`src/rtl/dst_regs.svh`:
```
`ifndef DST_REGS_SVH
`define DST_REGS_SVH

// register byte offsets
`define DST_CTRL_OFS 12'h000
`define DST_PLL_OFS 12'h004
`define DST_DRIVE_OFS 12'h008
`define DST_STATUS_OFS 12'h00C

// ctrl fields
`define DST_CTRL_DIS 0
`define DST_CTRL_RATE_LO 1
`define DST_CTRL_RATE_HI 2
// pll fields
`define DST_PLL_OFF 3
`define DST_PLL_UNUSED 2
`define DST_PLL_STG_HI 1
`define DST_PLL_STG_LO 0
`define DST_PLL_CP_LO 4
`define DST_PLL_CP_HI 7
// drive fields
`define DST_DRV_MAIN_LO 0
`define DST_DRV_MAIN_HI 3
`define DST_DRV_EMPH_LO 4
`define DST_DRV_EMPH_HI 7

// reset values
`define DST_CTRL_RST 3'h0
`define DST_PLL_RST 8'h50
`define DST_DRIVE_RST 8'h00

// serializer geometry
`define DST_WORD_W 30
`define DST_HALF_W 15
`define DST_DIV_A 2'h2
`define DST_DIV_B 3'h4

// timing
`define DST_CLK_PERIOD_NS 10
`define DST_LOCK_TIME_NS 9000
`define DST_LOCK_CYC \
    ((`DST_LOCK_TIME_NS + `DST_CLK_PERIOD_NS - 1) / `DST_CLK_PERIOD_NS)

`endif

```
`src/rtl/dst_pkg.sv`:
```
package dst_pkg;

    typedef enum logic [1:0] {
        DST_RATE_1G2 = 2'h0,
        DST_RATE_600 = 2'h1,
        DST_RATE_400 = 2'h2
    } dst_rate_e;

    typedef enum logic [2:0] {
        DST_PLL_IDLE = 3'h1,
        DST_PLL_ACQ = 3'h2,
        DST_PLL_LOCK = 3'h4
    } dst_pll_e;

    typedef struct packed {
        logic [3:0] main_code;
        logic [3:0] emph_code;
    } dst_drive_s;

    typedef struct packed {
        logic power_down;
        logic [2:0] vco_stages;
        logic [3:0] cp_code;
    } dst_pll_s;

    typedef logic [14:0] dst_half_t;

endpackage

```
`src/rtl/dst_top.sv`:
```
`timescale 1ns/1ps
`include "dst_regs.svh"

// What this block does
// - load 30-bit word when load enable
// - even bits one register, odd other
// - alternate-step shift on rising edges, merged into one stream
// - load strobe aligned to divider chain
// - rate selectable 1.2G, 600M, 400M
// - emphasis one bit, only on change
// - one-bit delayed copy drives emphasis
// - slow rate emphasis spans one third
// - shift storage triplicated with majority vote
// - separate 4-bit main, emphasis current codes
// - pll bit3 off, bit2 ignored
// - low pll bits pick vco stages
// - 4-bit charge pump code, nominal 10uA
// - divide by 3 then 5; 200M available at 1.2G and 400M rates
// - disable shuts transmitter down
module dst_top
    import dst_pkg::*;
(
    input wire logic pclk, // bus and bit clock
    input wire logic presetn, // async reset, active low
    input wire logic psel, // apb select
    input wire logic penable, // apb access phase
    input wire logic pwrite, // apb direction
    input wire logic [11:0] paddr, // apb byte address
    input wire logic [31:0] pwdata, // apb write data
    output logic [31:0] prdata, // apb read data
    output logic pready, // apb ready
    output logic pslverr, // apb error on unmapped
    input wire logic load_en, // core word valid
    input wire logic [29:0] data_in, // encoded word
    output logic word_taken, // word accepted this cycle
    output logic serial_out, // line, true side
    output logic serial_out_n, // line, complement side
    output logic emph_out, // delayed stream to emphasis
    output logic emph_active, // emphasis driver on
    output logic clk200_tick, // phase marker, 200 mhz at 1.2g and 400m, 100 mhz at 600m
    output logic pll_lock, // pll lock indicator
    output dst_drive_s drive, // driver current codes
    output dst_pll_s pll_ctl // pll analog controls
);

    // ==========================================================
    // helpers
    function automatic logic [2:0] dst_decode(input logic [11:0] a);
        logic [2:0] idx;
        idx = 3'h4;
        if (a == `DST_CTRL_OFS) begin
            idx = 3'h0;
        end else if (a == `DST_PLL_OFS) begin
            idx = 3'h1;
        end else if (a == `DST_DRIVE_OFS) begin
            idx = 3'h2;
        end else if (a == `DST_STATUS_OFS) begin
            idx = 3'h3;
        end
        return idx;
    endfunction

    function automatic dst_half_t dst_vote(input dst_half_t a,
                                           input dst_half_t b,
                                           input dst_half_t c);
        return (a & b) | (a & c) | (b & c);
    endfunction

    // ==========================================================
    // register file
    logic [2:0] ctrl;
    logic [7:0] pll_reg;
    logic [7:0] drive_reg;
    logic [2:0] next_ctrl;
    logic [7:0] next_pll_reg;
    logic [7:0] next_drive_reg;
    logic [31:0] next_prdata;
    logic [2:0] wr_idx;
    logic [2:0] rd_idx;
    logic [31:0] status_word;
    logic wr_go;
    dst_pll_e pll_st;

    assign wr_idx = dst_decode(paddr);
    assign rd_idx = wr_idx;
    assign wr_go = psel & penable & pwrite;
    assign pready = 1'b1;
    assign pslverr = psel & penable & (wr_idx == 3'h4);

    always_comb begin
        next_ctrl = ctrl;
        next_pll_reg = pll_reg;
        next_drive_reg = drive_reg;
        next_prdata = prdata;
        if (wr_go && wr_idx == 3'h0) begin
            next_ctrl = pwdata[`DST_CTRL_RATE_HI:`DST_CTRL_DIS];
        end
        if (wr_go && wr_idx == 3'h1) begin
            next_pll_reg = pwdata[`DST_PLL_CP_HI:`DST_PLL_STG_LO];
        end
        if (wr_go && wr_idx == 3'h2) begin
            next_drive_reg = pwdata[`DST_DRV_EMPH_HI:`DST_DRV_MAIN_LO];
        end
        // read data captured in setup, stable through access
        if (psel && !penable && !pwrite) begin
            if (rd_idx == 3'h0) begin
                next_prdata = {29'h0, ctrl};
            end else if (rd_idx == 3'h1) begin
                next_prdata = {24'h0, pll_reg};
            end else if (rd_idx == 3'h2) begin
                next_prdata = {24'h0, drive_reg};
            end else if (rd_idx == 3'h3) begin
                next_prdata = status_word;
            end else begin
                next_prdata = 32'h0;
            end
        end
    end

    always_ff @(posedge pclk or negedge presetn) begin
        if (!presetn) begin
            ctrl <= `DST_CTRL_RST;
            pll_reg <= `DST_PLL_RST;
            drive_reg <= `DST_DRIVE_RST;
            prdata <= 32'h0;
        end else begin
            ctrl <= next_ctrl;
            pll_reg <= next_pll_reg;
            drive_reg <= next_drive_reg;
            prdata <= next_prdata;
        end
    end

    // ==========================================================
    // analog controls
    logic disabled;
    dst_rate_e rate;
    logic [2:0] stages;

    assign disabled = ctrl[`DST_CTRL_DIS];
    assign rate = dst_rate_e'(ctrl[`DST_CTRL_RATE_HI:`DST_CTRL_RATE_LO]);

    always_comb begin
        // bit 2 of the pll field is never read
        case (pll_reg[`DST_PLL_STG_HI:`DST_PLL_STG_LO])
            2'h0: stages = 3'h3;
            2'h1: stages = 3'h4;
            2'h3: stages = 3'h5;
            default: stages = 3'h4;
        endcase
    end

    always_ff @(posedge pclk or negedge presetn) begin
        if (!presetn) begin
            drive <= '0;
            pll_ctl <= '{1'b1, 3'h3, 4'h5};
        end else begin
            drive.main_code <= drive_reg[`DST_DRV_MAIN_HI:`DST_DRV_MAIN_LO];
            drive.emph_code <= drive_reg[`DST_DRV_EMPH_HI:`DST_DRV_EMPH_LO];
            pll_ctl.power_down <= pll_reg[`DST_PLL_OFF] | disabled;
            pll_ctl.vco_stages <= stages;
            pll_ctl.cp_code <= pll_reg[`DST_PLL_CP_HI:`DST_PLL_CP_LO];
        end
    end

    // ==========================================================
    // pll lock sequencer
    localparam int LOCK_CYC = `DST_LOCK_CYC;
    dst_pll_e next_pll_st;
    logic [11:0] lock_cnt;
    logic [11:0] next_lock_cnt;
    logic pll_off;

    assign pll_off = pll_reg[`DST_PLL_OFF] | disabled;

    always_comb begin
        next_pll_st = pll_st;
        next_lock_cnt = lock_cnt;
        case (pll_st)
            DST_PLL_IDLE: begin
                next_lock_cnt = 12'h0;
                if (!pll_off) begin
                    next_pll_st = DST_PLL_ACQ;
                end
            end
            DST_PLL_ACQ: begin
                next_lock_cnt = lock_cnt + 12'h1;
                if (pll_off) begin
                    next_pll_st = DST_PLL_IDLE;
                end else if (lock_cnt == 12'(LOCK_CYC - 1)) begin
                    next_pll_st = DST_PLL_LOCK;
                end
            end
            DST_PLL_LOCK: begin
                if (pll_off) begin
                    next_pll_st = DST_PLL_IDLE;
                end
            end
            default: next_pll_st = DST_PLL_IDLE;
        endcase
    end

    always_ff @(posedge pclk or negedge presetn) begin
        if (!presetn) begin
            pll_st <= DST_PLL_IDLE;
            lock_cnt <= 12'h0;
        end else begin
            pll_st <= next_pll_st;
            lock_cnt <= next_lock_cnt;
        end
    end

    assign pll_lock = (pll_st == DST_PLL_LOCK);

    // ==========================================================
    // serializer timing: half cycle, div3, div5
    logic run;
    logic step;
    logic slow;
    logic half;
    logic [1:0] div3;
    logic [2:0] div5;
    logic next_slow;
    logic next_half;
    logic [1:0] next_div3;
    logic [2:0] next_div5;
    logic frame_end;

    assign run = pll_lock & ~disabled;
    // 600 mb/s advances one line bit every two clocks
    assign step = run & ((rate != DST_RATE_600) | slow);
    assign frame_end = half & (div3 == `DST_DIV_A) & (div5 == `DST_DIV_B);
    // load only at the divider wrap keeps word and fast clock aligned
    assign word_taken = step & frame_end & load_en;

    always_comb begin
        next_slow = run & ~slow;
        next_half = half;
        next_div3 = div3;
        next_div5 = div5;
        if (!run) begin
            next_half = 1'b0;
            next_div3 = 2'h0;
            next_div5 = 3'h0;
        end else if (step) begin
            next_half = ~half;
            if (half) begin
                if (div3 == `DST_DIV_A) begin
                    next_div3 = 2'h0;
                    next_div5 = (div5 == `DST_DIV_B) ? 3'h0 : div5 + 3'h1;
                end else begin
                    next_div3 = div3 + 2'h1;
                end
            end
        end
    end

    always_ff @(posedge pclk or negedge presetn) begin
        if (!presetn) begin
            slow <= 1'b0;
            half <= 1'b0;
            div3 <= 2'h0;
            div5 <= 3'h0;
            clk200_tick <= 1'b0;
        end else begin
            slow <= next_slow;
            half <= next_half;
            div3 <= next_div3;
            div5 <= next_div5;
            clk200_tick <= run & (div3 == 2'h0) & ~half;
        end
    end

    // ==========================================================
    // triplicated shift registers
    dst_half_t even_q [3];
    dst_half_t odd_q [3];
    dst_half_t even_v;
    dst_half_t odd_v;
    dst_half_t next_even;
    dst_half_t next_odd;
    logic next_line;

    assign even_v = dst_vote(even_q[0], even_q[1], even_q[2]);
    assign odd_v = dst_vote(odd_q[0], odd_q[1], odd_q[2]);

    always_comb begin
        next_even = even_v;
        next_odd = odd_v;
        next_line = serial_out;
        if (!run) begin
            next_even = '0;
            next_odd = '0;
            next_line = 1'b0;
        end else if (step) begin
            // word bits leave unchanged, bit 0 first
            if (!half) begin
                next_line = even_v[0];
                next_even = {1'b0, even_v[14:1]};
            end else begin
                next_line = odd_v[0];
                next_odd = {1'b0, odd_v[14:1]};
            end
            if (word_taken) begin
                for (int i = 0; i < `DST_HALF_W; i++) begin
                    next_even[i] = data_in[2 * i];
                    next_odd[i] = data_in[2 * i + 1];
                end
            end
        end
    end

    for (genvar k = 0; k < 3; k++) begin : g_tmr
        always_ff @(posedge pclk or negedge presetn) begin
            if (!presetn) begin
                even_q[k] <= '0;
                odd_q[k] <= '0;
            end else begin
                even_q[k] <= next_even;
                odd_q[k] <= next_odd;
            end
        end
    end

    // ==========================================================
    // line and pre-emphasis
    logic next_emph_out;
    logic next_emph_active;

    always_comb begin
        next_emph_out = emph_out;
        next_emph_active = emph_active;
        if (!run) begin
            // delayed copy keeps trailing the line while stopped
            next_emph_out = serial_out;
            next_emph_active = 1'b0;
        end else if (step) begin
            // tripled bits make the change last one of three
            next_emph_out = serial_out;
            next_emph_active = next_line ^ serial_out;
        end
    end

    always_ff @(posedge pclk or negedge presetn) begin
        if (!presetn) begin
            serial_out <= 1'b0;
            serial_out_n <= 1'b1;
            emph_out <= 1'b0;
            emph_active <= 1'b0;
        end else begin
            serial_out <= next_line;
            serial_out_n <= ~next_line;
            emph_out <= next_emph_out;
            emph_active <= next_emph_active;
        end
    end

    assign status_word = {24'h0, 2'h0, run, pll_st, pll_lock, disabled};

endmodule

```
`config.mk`:
```
export PLATFORM = sky130hd
export DESIGN_NAME = dst_top
export DESIGN_NICKNAME = d
export VERILOG_FILES = /design/src/rtl/dst_pkg.sv /design/src/rtl/dst_top.sv
export VERILOG_INCLUDE_DIRS = /design/src /design/src/rtl
export SDC_FILE = /design/constraint.sdc
export NUM_CORES = 1
export LEC_CHECK = 0
export CAP_MARGIN = 20
export CORE_MARGIN = 1.5
export CORE_UTILIZATION = 55
export CTS_CLUSTER_DIAMETER = 40
export CTS_CLUSTER_SIZE = 30
export DETAILED_ROUTE_END_ITERATION = 6
export DONT_BUFFER_PORTS = 1
export PLACE_DENSITY = 0.81
export SETUP_SLACK_MARGIN = 0.3
export SYNTH_ARGS = -nofsm -noshare
export SYNTH_HDL_FRONTEND = slang
export SYNTH_SLANG_ARGS = --single-unit
```
`constraint.sdc`:
```
create_clock -name pclk -period 2.5 [get_ports pclk]
set_input_delay 0.75 -clock pclk [delete_from_list [all_inputs] [get_ports pclk]]
set_output_delay 0.75 -clock pclk [all_outputs]
set_load 0.01 [all_outputs]
```
# == After elaboration in Yosys (flattened, before gate mapping) ==
# Cells that the tools add are included.
# totals
regBits,124
# op_classes
n_addsub,3
eq_ne,21
mux,41
bitwise,25
n_reduce_logical,15
# op_table
op,n
$mux W15,8
$or A15 B15 Y15,4
$mux W3,13
$and A15 B15 Y15,2
$eq A12 B4 Y1 const B,2
$mux W8,3
$pmux W12 S2,1
$add A12 B1 Y12 const B,1
$and A1 B1 Y1,12
$eq A12 B10 Y1 const B,1
$eq A12 B3 Y1 const B,1
$logic_not A12 Y1,1
$ne A2 B1 Y1 const B,5
$eq A3 B2 Y1 const B,3
$eq A3 B3 Y1 const B,3
$mux W1,9
$pmux W3 S3,1
$mux W2,4
$eq A3 B1 Y1 const B,2
$mux W6,1
$pmux W3 S2,1
$reduce_and A3 Y1,2
$logic_and A1 B1 Y1,5
$eq A2 B2 Y1 const B,2
12 further kinds,18

# == Depth between registers and ports, before layout ==
# logic_depth
word_depth,10
ltp_mapped,7

# == Worst setup path after synthesis ==
# Ideal clock, no wire load.
# synth_timing
path_kind,reg2out
from,register pll_st[1]
to,output word_taken
arrival_time_ns,1.623
path_slack_ns,0.127
stages_incl_launch_ff,4
path_cell_list,dfrtp_1 -> or4b_2 -> clkbuf_1 -> nor4_4
# synth_via
elab_chain_len,5
# synth_rtl
element,line_no,text
from (decl),dst_top.sv:82,dst_pll_e pll_st;
from (signal assigned),dst_top.sv:208,pll_st <= next_pll_st;
$eq A3 B3 Y1,dst_top.sv:213,assign pll_lock = (pll_st == DST_PLL_LOCK);
$and A1 B1 Y1,dst_top.sv:229,assign run = pll_lock & ~disabled;
$and A1 B1 Y1,dst_top.sv:231,assign step = run & ((rate != DST_RATE_600) | slow);
$and A1 B1 Y1 (2 in series),dst_top.sv:234,assign word_taken = step & frame_end & load_en;
to (decl),dst_top.sv:35,"output logic word_taken,"
# No other way between the ends.

# == Worst setup path in the final report ==
# layout_timing
from,register ctrl[0]
to,output word_taken
# layout_via
elab_chain_len,5
# layout_rtl
element,line_no,text
from (decl),dst_top.sv:71,logic [2:0] ctrl;
from (signal assigned),dst_top.sv:122,ctrl <= `DST_CTRL_RST;
from (signal assigned),dst_top.sv:127,ctrl <= next_ctrl;
$not A1 Y1,dst_top.sv:229,
$and A1 B1 Y1,dst_top.sv:229,
$and A1 B1 Y1,dst_top.sv:231,
$and A1 B1 Y1 (2 in series),dst_top.sv:234,
# No other way between the ends.

==> metrics.md <==
| Metric | Value |
|---|---|
| Routed wire per std cell | 18.17 um |
| Yosys reg bits | 100 |
| Critical Path Source | ctrl[0] |
| Core Rows | 33 |
| Die width | 94.83 um |
| Measured slew at the worst slew-check pin | between 500 and 600 ps |
| Max Slew Vio Count | 0 |
| CP startpoint kind | register |
| CTS Root Cell | clkbuf_8 |
| Sw frac | 27.34% |
| Total power | about 0.003 W |
| Max layer used | met4 |
| Top cells by count, synth | dfrtp_1 (91), nand2_1 (41), a21oi_1 (35), o21ai_0 (33), buf_4 (26) |
| Boundary Pins | about 140 |
| Part of the cycle the worst path needs | between 90% and 100% |
| Yosys top cell area share | 49.10% |
| Max-cap viol count | 0 |
| Clock transition at path regs | 110 ps |
| Cell Pwr Density | 611.5 nW/um^2 |
| Final hold viol count | 0 |
| Tmin final | 2442 ps |
| Simple-gate share of the synthesized area | roughly 15% |
| First-pass GRT wire length | 15.83 mm |
| Clock buffer depth | 2 |
| CTS tree | yes |
| Detailed Route Iter0 Violations | 196 |
| Post-synthesis compound-gate area fraction | between 15 and 20% |
| Largest net degree at the start of global routing | 101 |
| Crit path capture type | output pin |
| Critical Path RT | roughly 1800 ps |
| DIE AREA | 8993 um^2 |
| Comb power frac | 10.9% |
| Port Buffers | 0 |
| Hold buffer count at cts | 0 |
| Seq/Total Area, Yosys | 54.19% |
| Total grt overflow | 0 |
| Asr flop ratio synth | between 90% and 100% |
| Vias in the first global route | between 3k and 4k |
| DP HPWL | roughly 6.7 mm |
| Seq pwr share | 55.7% |
| Clock Power Share | 33.5% |
| Synth Instances | 434 |
| Core area | 8175 um^2 |
| Number of diodes | 0 |
| Multiplexer share of the synthesized area | 6.663% |
| DIE HEIGHT | roughly 95 um |
| Final net count | 522 |
| Initial antenna violation count | 0 |
| R2R Setup Slk | 350 ps |
| Status | finished, final reports clean |
| Reg2reg start | lock_cnt[1] |
| Primary FF master, synth | dfrtp_1 |
| Worst-Skew Late Latency | about 370 ps |
| Largest family of logic cells by synthesized area | compound AO/OA/AOI/OAI gates |
| Post-synth EDFFs | 0 |
| Clock sink total | 100 |
| H-tree depth | 3 |
| Count leader, synth | dfrtp_1 |
| GP Congestion | 0.8664 |
| Xor/xnor share of the synthesized area | 0.3777% |
| Hold slack | a little over 60 ps |
| Total clock buffers created by CTS | 9 |
| Layout cells sized above 1 | between 20% and 30% |
| WL met3 | 1.032 mm |
| Vias | 3308 |
| Hold Path Class | in -> async |
| Vias per inst | 6.048 |
| Crit Path Category | reg -> out |
| Max reg flops | 16 |
| Critical-path maximum fanout | 2 |
| Netlist cell types | 53 |
| Util after Layout | 61.14% |
| Pre-antenna DRT Iters | 5 |
| RSZ-0062 raised after global routing | true |
| F_max | 0.4095 GHz |
| Initial Utilization | 56.73% |
| Antenna Violating Nets Remaining | 0 |
| Number of remaining DRC errors | 0 |
| Yosys warning total | 0 |
| Worst Reg2Reg Path Length in Cells | 5 |
| P_sw | 0.0008356 W |
| WL met1 | 4.028 mm |
| Syn-to-layout area delta | 7.769% |
| Clock skew | 13.18 ps |
| Area contributors post-synth | dfrtp_1 (49%), dfstp_2 (5.1%), mux2_2 (5.1%) |
| Avg Cell Area, Syn | around 11 um^2 |
| Worst vdd ir | 0.4847 mV |
| Worst EP arrival | ~1700 ps |
| Internal power | roughly 0.0022 W |
| Setup TNS | 0 ps |
| Leakage | between 2 and 2.5 nW |
| Cell Area, Synth | 4638 um^2 |
| Yosys top cell by area | dfrtp_1 |
| Adder-cell share of the synthesized area | 1.349% |
| GR Util All Layers | 22.77% |
| Post-Route WL | 9.939 mm |
| DR WL met2 | 4.796 mm |
| Final Setup Violations | 0 |
| Worst slew margin | 62.51% |
| RR Endpoint | pll_st[2] |
## per-layer routing
metal  up-vias  track usage, %
met5         -               0
met4         0           4.602
met3        11           8.535
met2       147           35.89
met1      1632           30.20
li1       1518               -
## placed cells by master (no fill, tap or decap), types with 3 or more instances in the layout
cell type	Yosys	final
o2bb2ai_1	14	14
or3b_2	3	3
inv_8	0	3
nor2b_1	17	16
a2bb2oi_1	3	3
buf_4	26	20
a31oi_1	4	4
dfrtp_2	0	3
mux2i_1	5	5
nand3_1	9	9
nor4_4	1	3
clkbuf_8	0	10
a32oi_1	4	4
nor2_1	12	12
dfrtp_1	91	88
dfstp_2	9	9
a22oi_1	4	4
nor3_1	7	6
or2_2	3	3
a22o_1	4	4
o21ai_0	33	33
inv_1	7	7
conb_1	2	25
ha_1	5	4
nand4_1	5	5
a21oi_1	35	34
nor4_1	7	5
nor3b_1	5	5
nand2_1	41	40
mux2_2	21	21
## repair_timing
action                                  CTS  global route
hold endpoints to repair                  0             0
buffers inserted                         10             0
pin swaps                                 7             4
endpoints found under the setup margin   10             3
gates resized for setup                   7             5
## kinds of logic after synthesis
| kind of cell | Yosys count |
|---|---|
| and+or+nand+nor | 126 |
| DFF | 100 |
| buffers and inverters | 58 |
| AOI/OAI and AO/OA | 114 |
| xor gates and xnor gates | 2 |
| other | 2 |
| muxes | 27 |
| adders and majority gates | 5 |
## power by group through the flow
stage / registers [W] / logic, W / clock network (W)
CTS: 0.00170 / 0.000320 / 0.00105
finish: 0.00170 / 0.000332 / 0.00102
global placement: 0.00175 / 0.000237 / 0
detailed placement: 0.00175 / 0.000246 / 0
floorplan: 0.00173 / 0.000252 / 0
global route: 0.00171 / 0.000361 / 0.00112
## metrics by stage
step	std cells	area [um^2]	setup slack (ps)
2_1_floorplan	457	4755	175.9
3_3_place_gp	520	4657	100.0
3_5_place_dp	521	4664	179.2
4_1_cts	547	4972	54.47
5_1_grt	547	4999	-23.59
6_report	547	4999	58.12
## critical path: stages, from the launching register on
cell,delay (ps)
dfrtp_1,410
or4b_4,560
nor4_4,350
## layout make-up
cell class / count / area, um^2
Clock inverter: 6 / 65.06
Tap cell: 105 / 131.4
Multi-Input combinational cell: 299 / 1971
Clock buffer: 10 / 137.6
Inverter: 7 / 26.28
Sequential cell: 100 / 2517
Fill cell: 676 / 3177
Timing Repair Buffer: 20 / 150.1
## worst max-delay path by stage
stage	to	slack (ps)	depth (start not counted)
2_1_floorplan	word_taken	180	3
4_1_cts	word_taken	50	2
6_report	word_taken	60	2
5_1_grt	word_taken	-20	2
3_5_place_dp	pslverr	180	3
3_3_place_gp	even_q[14]	100	3
Power figures use the tool's default switching activity.
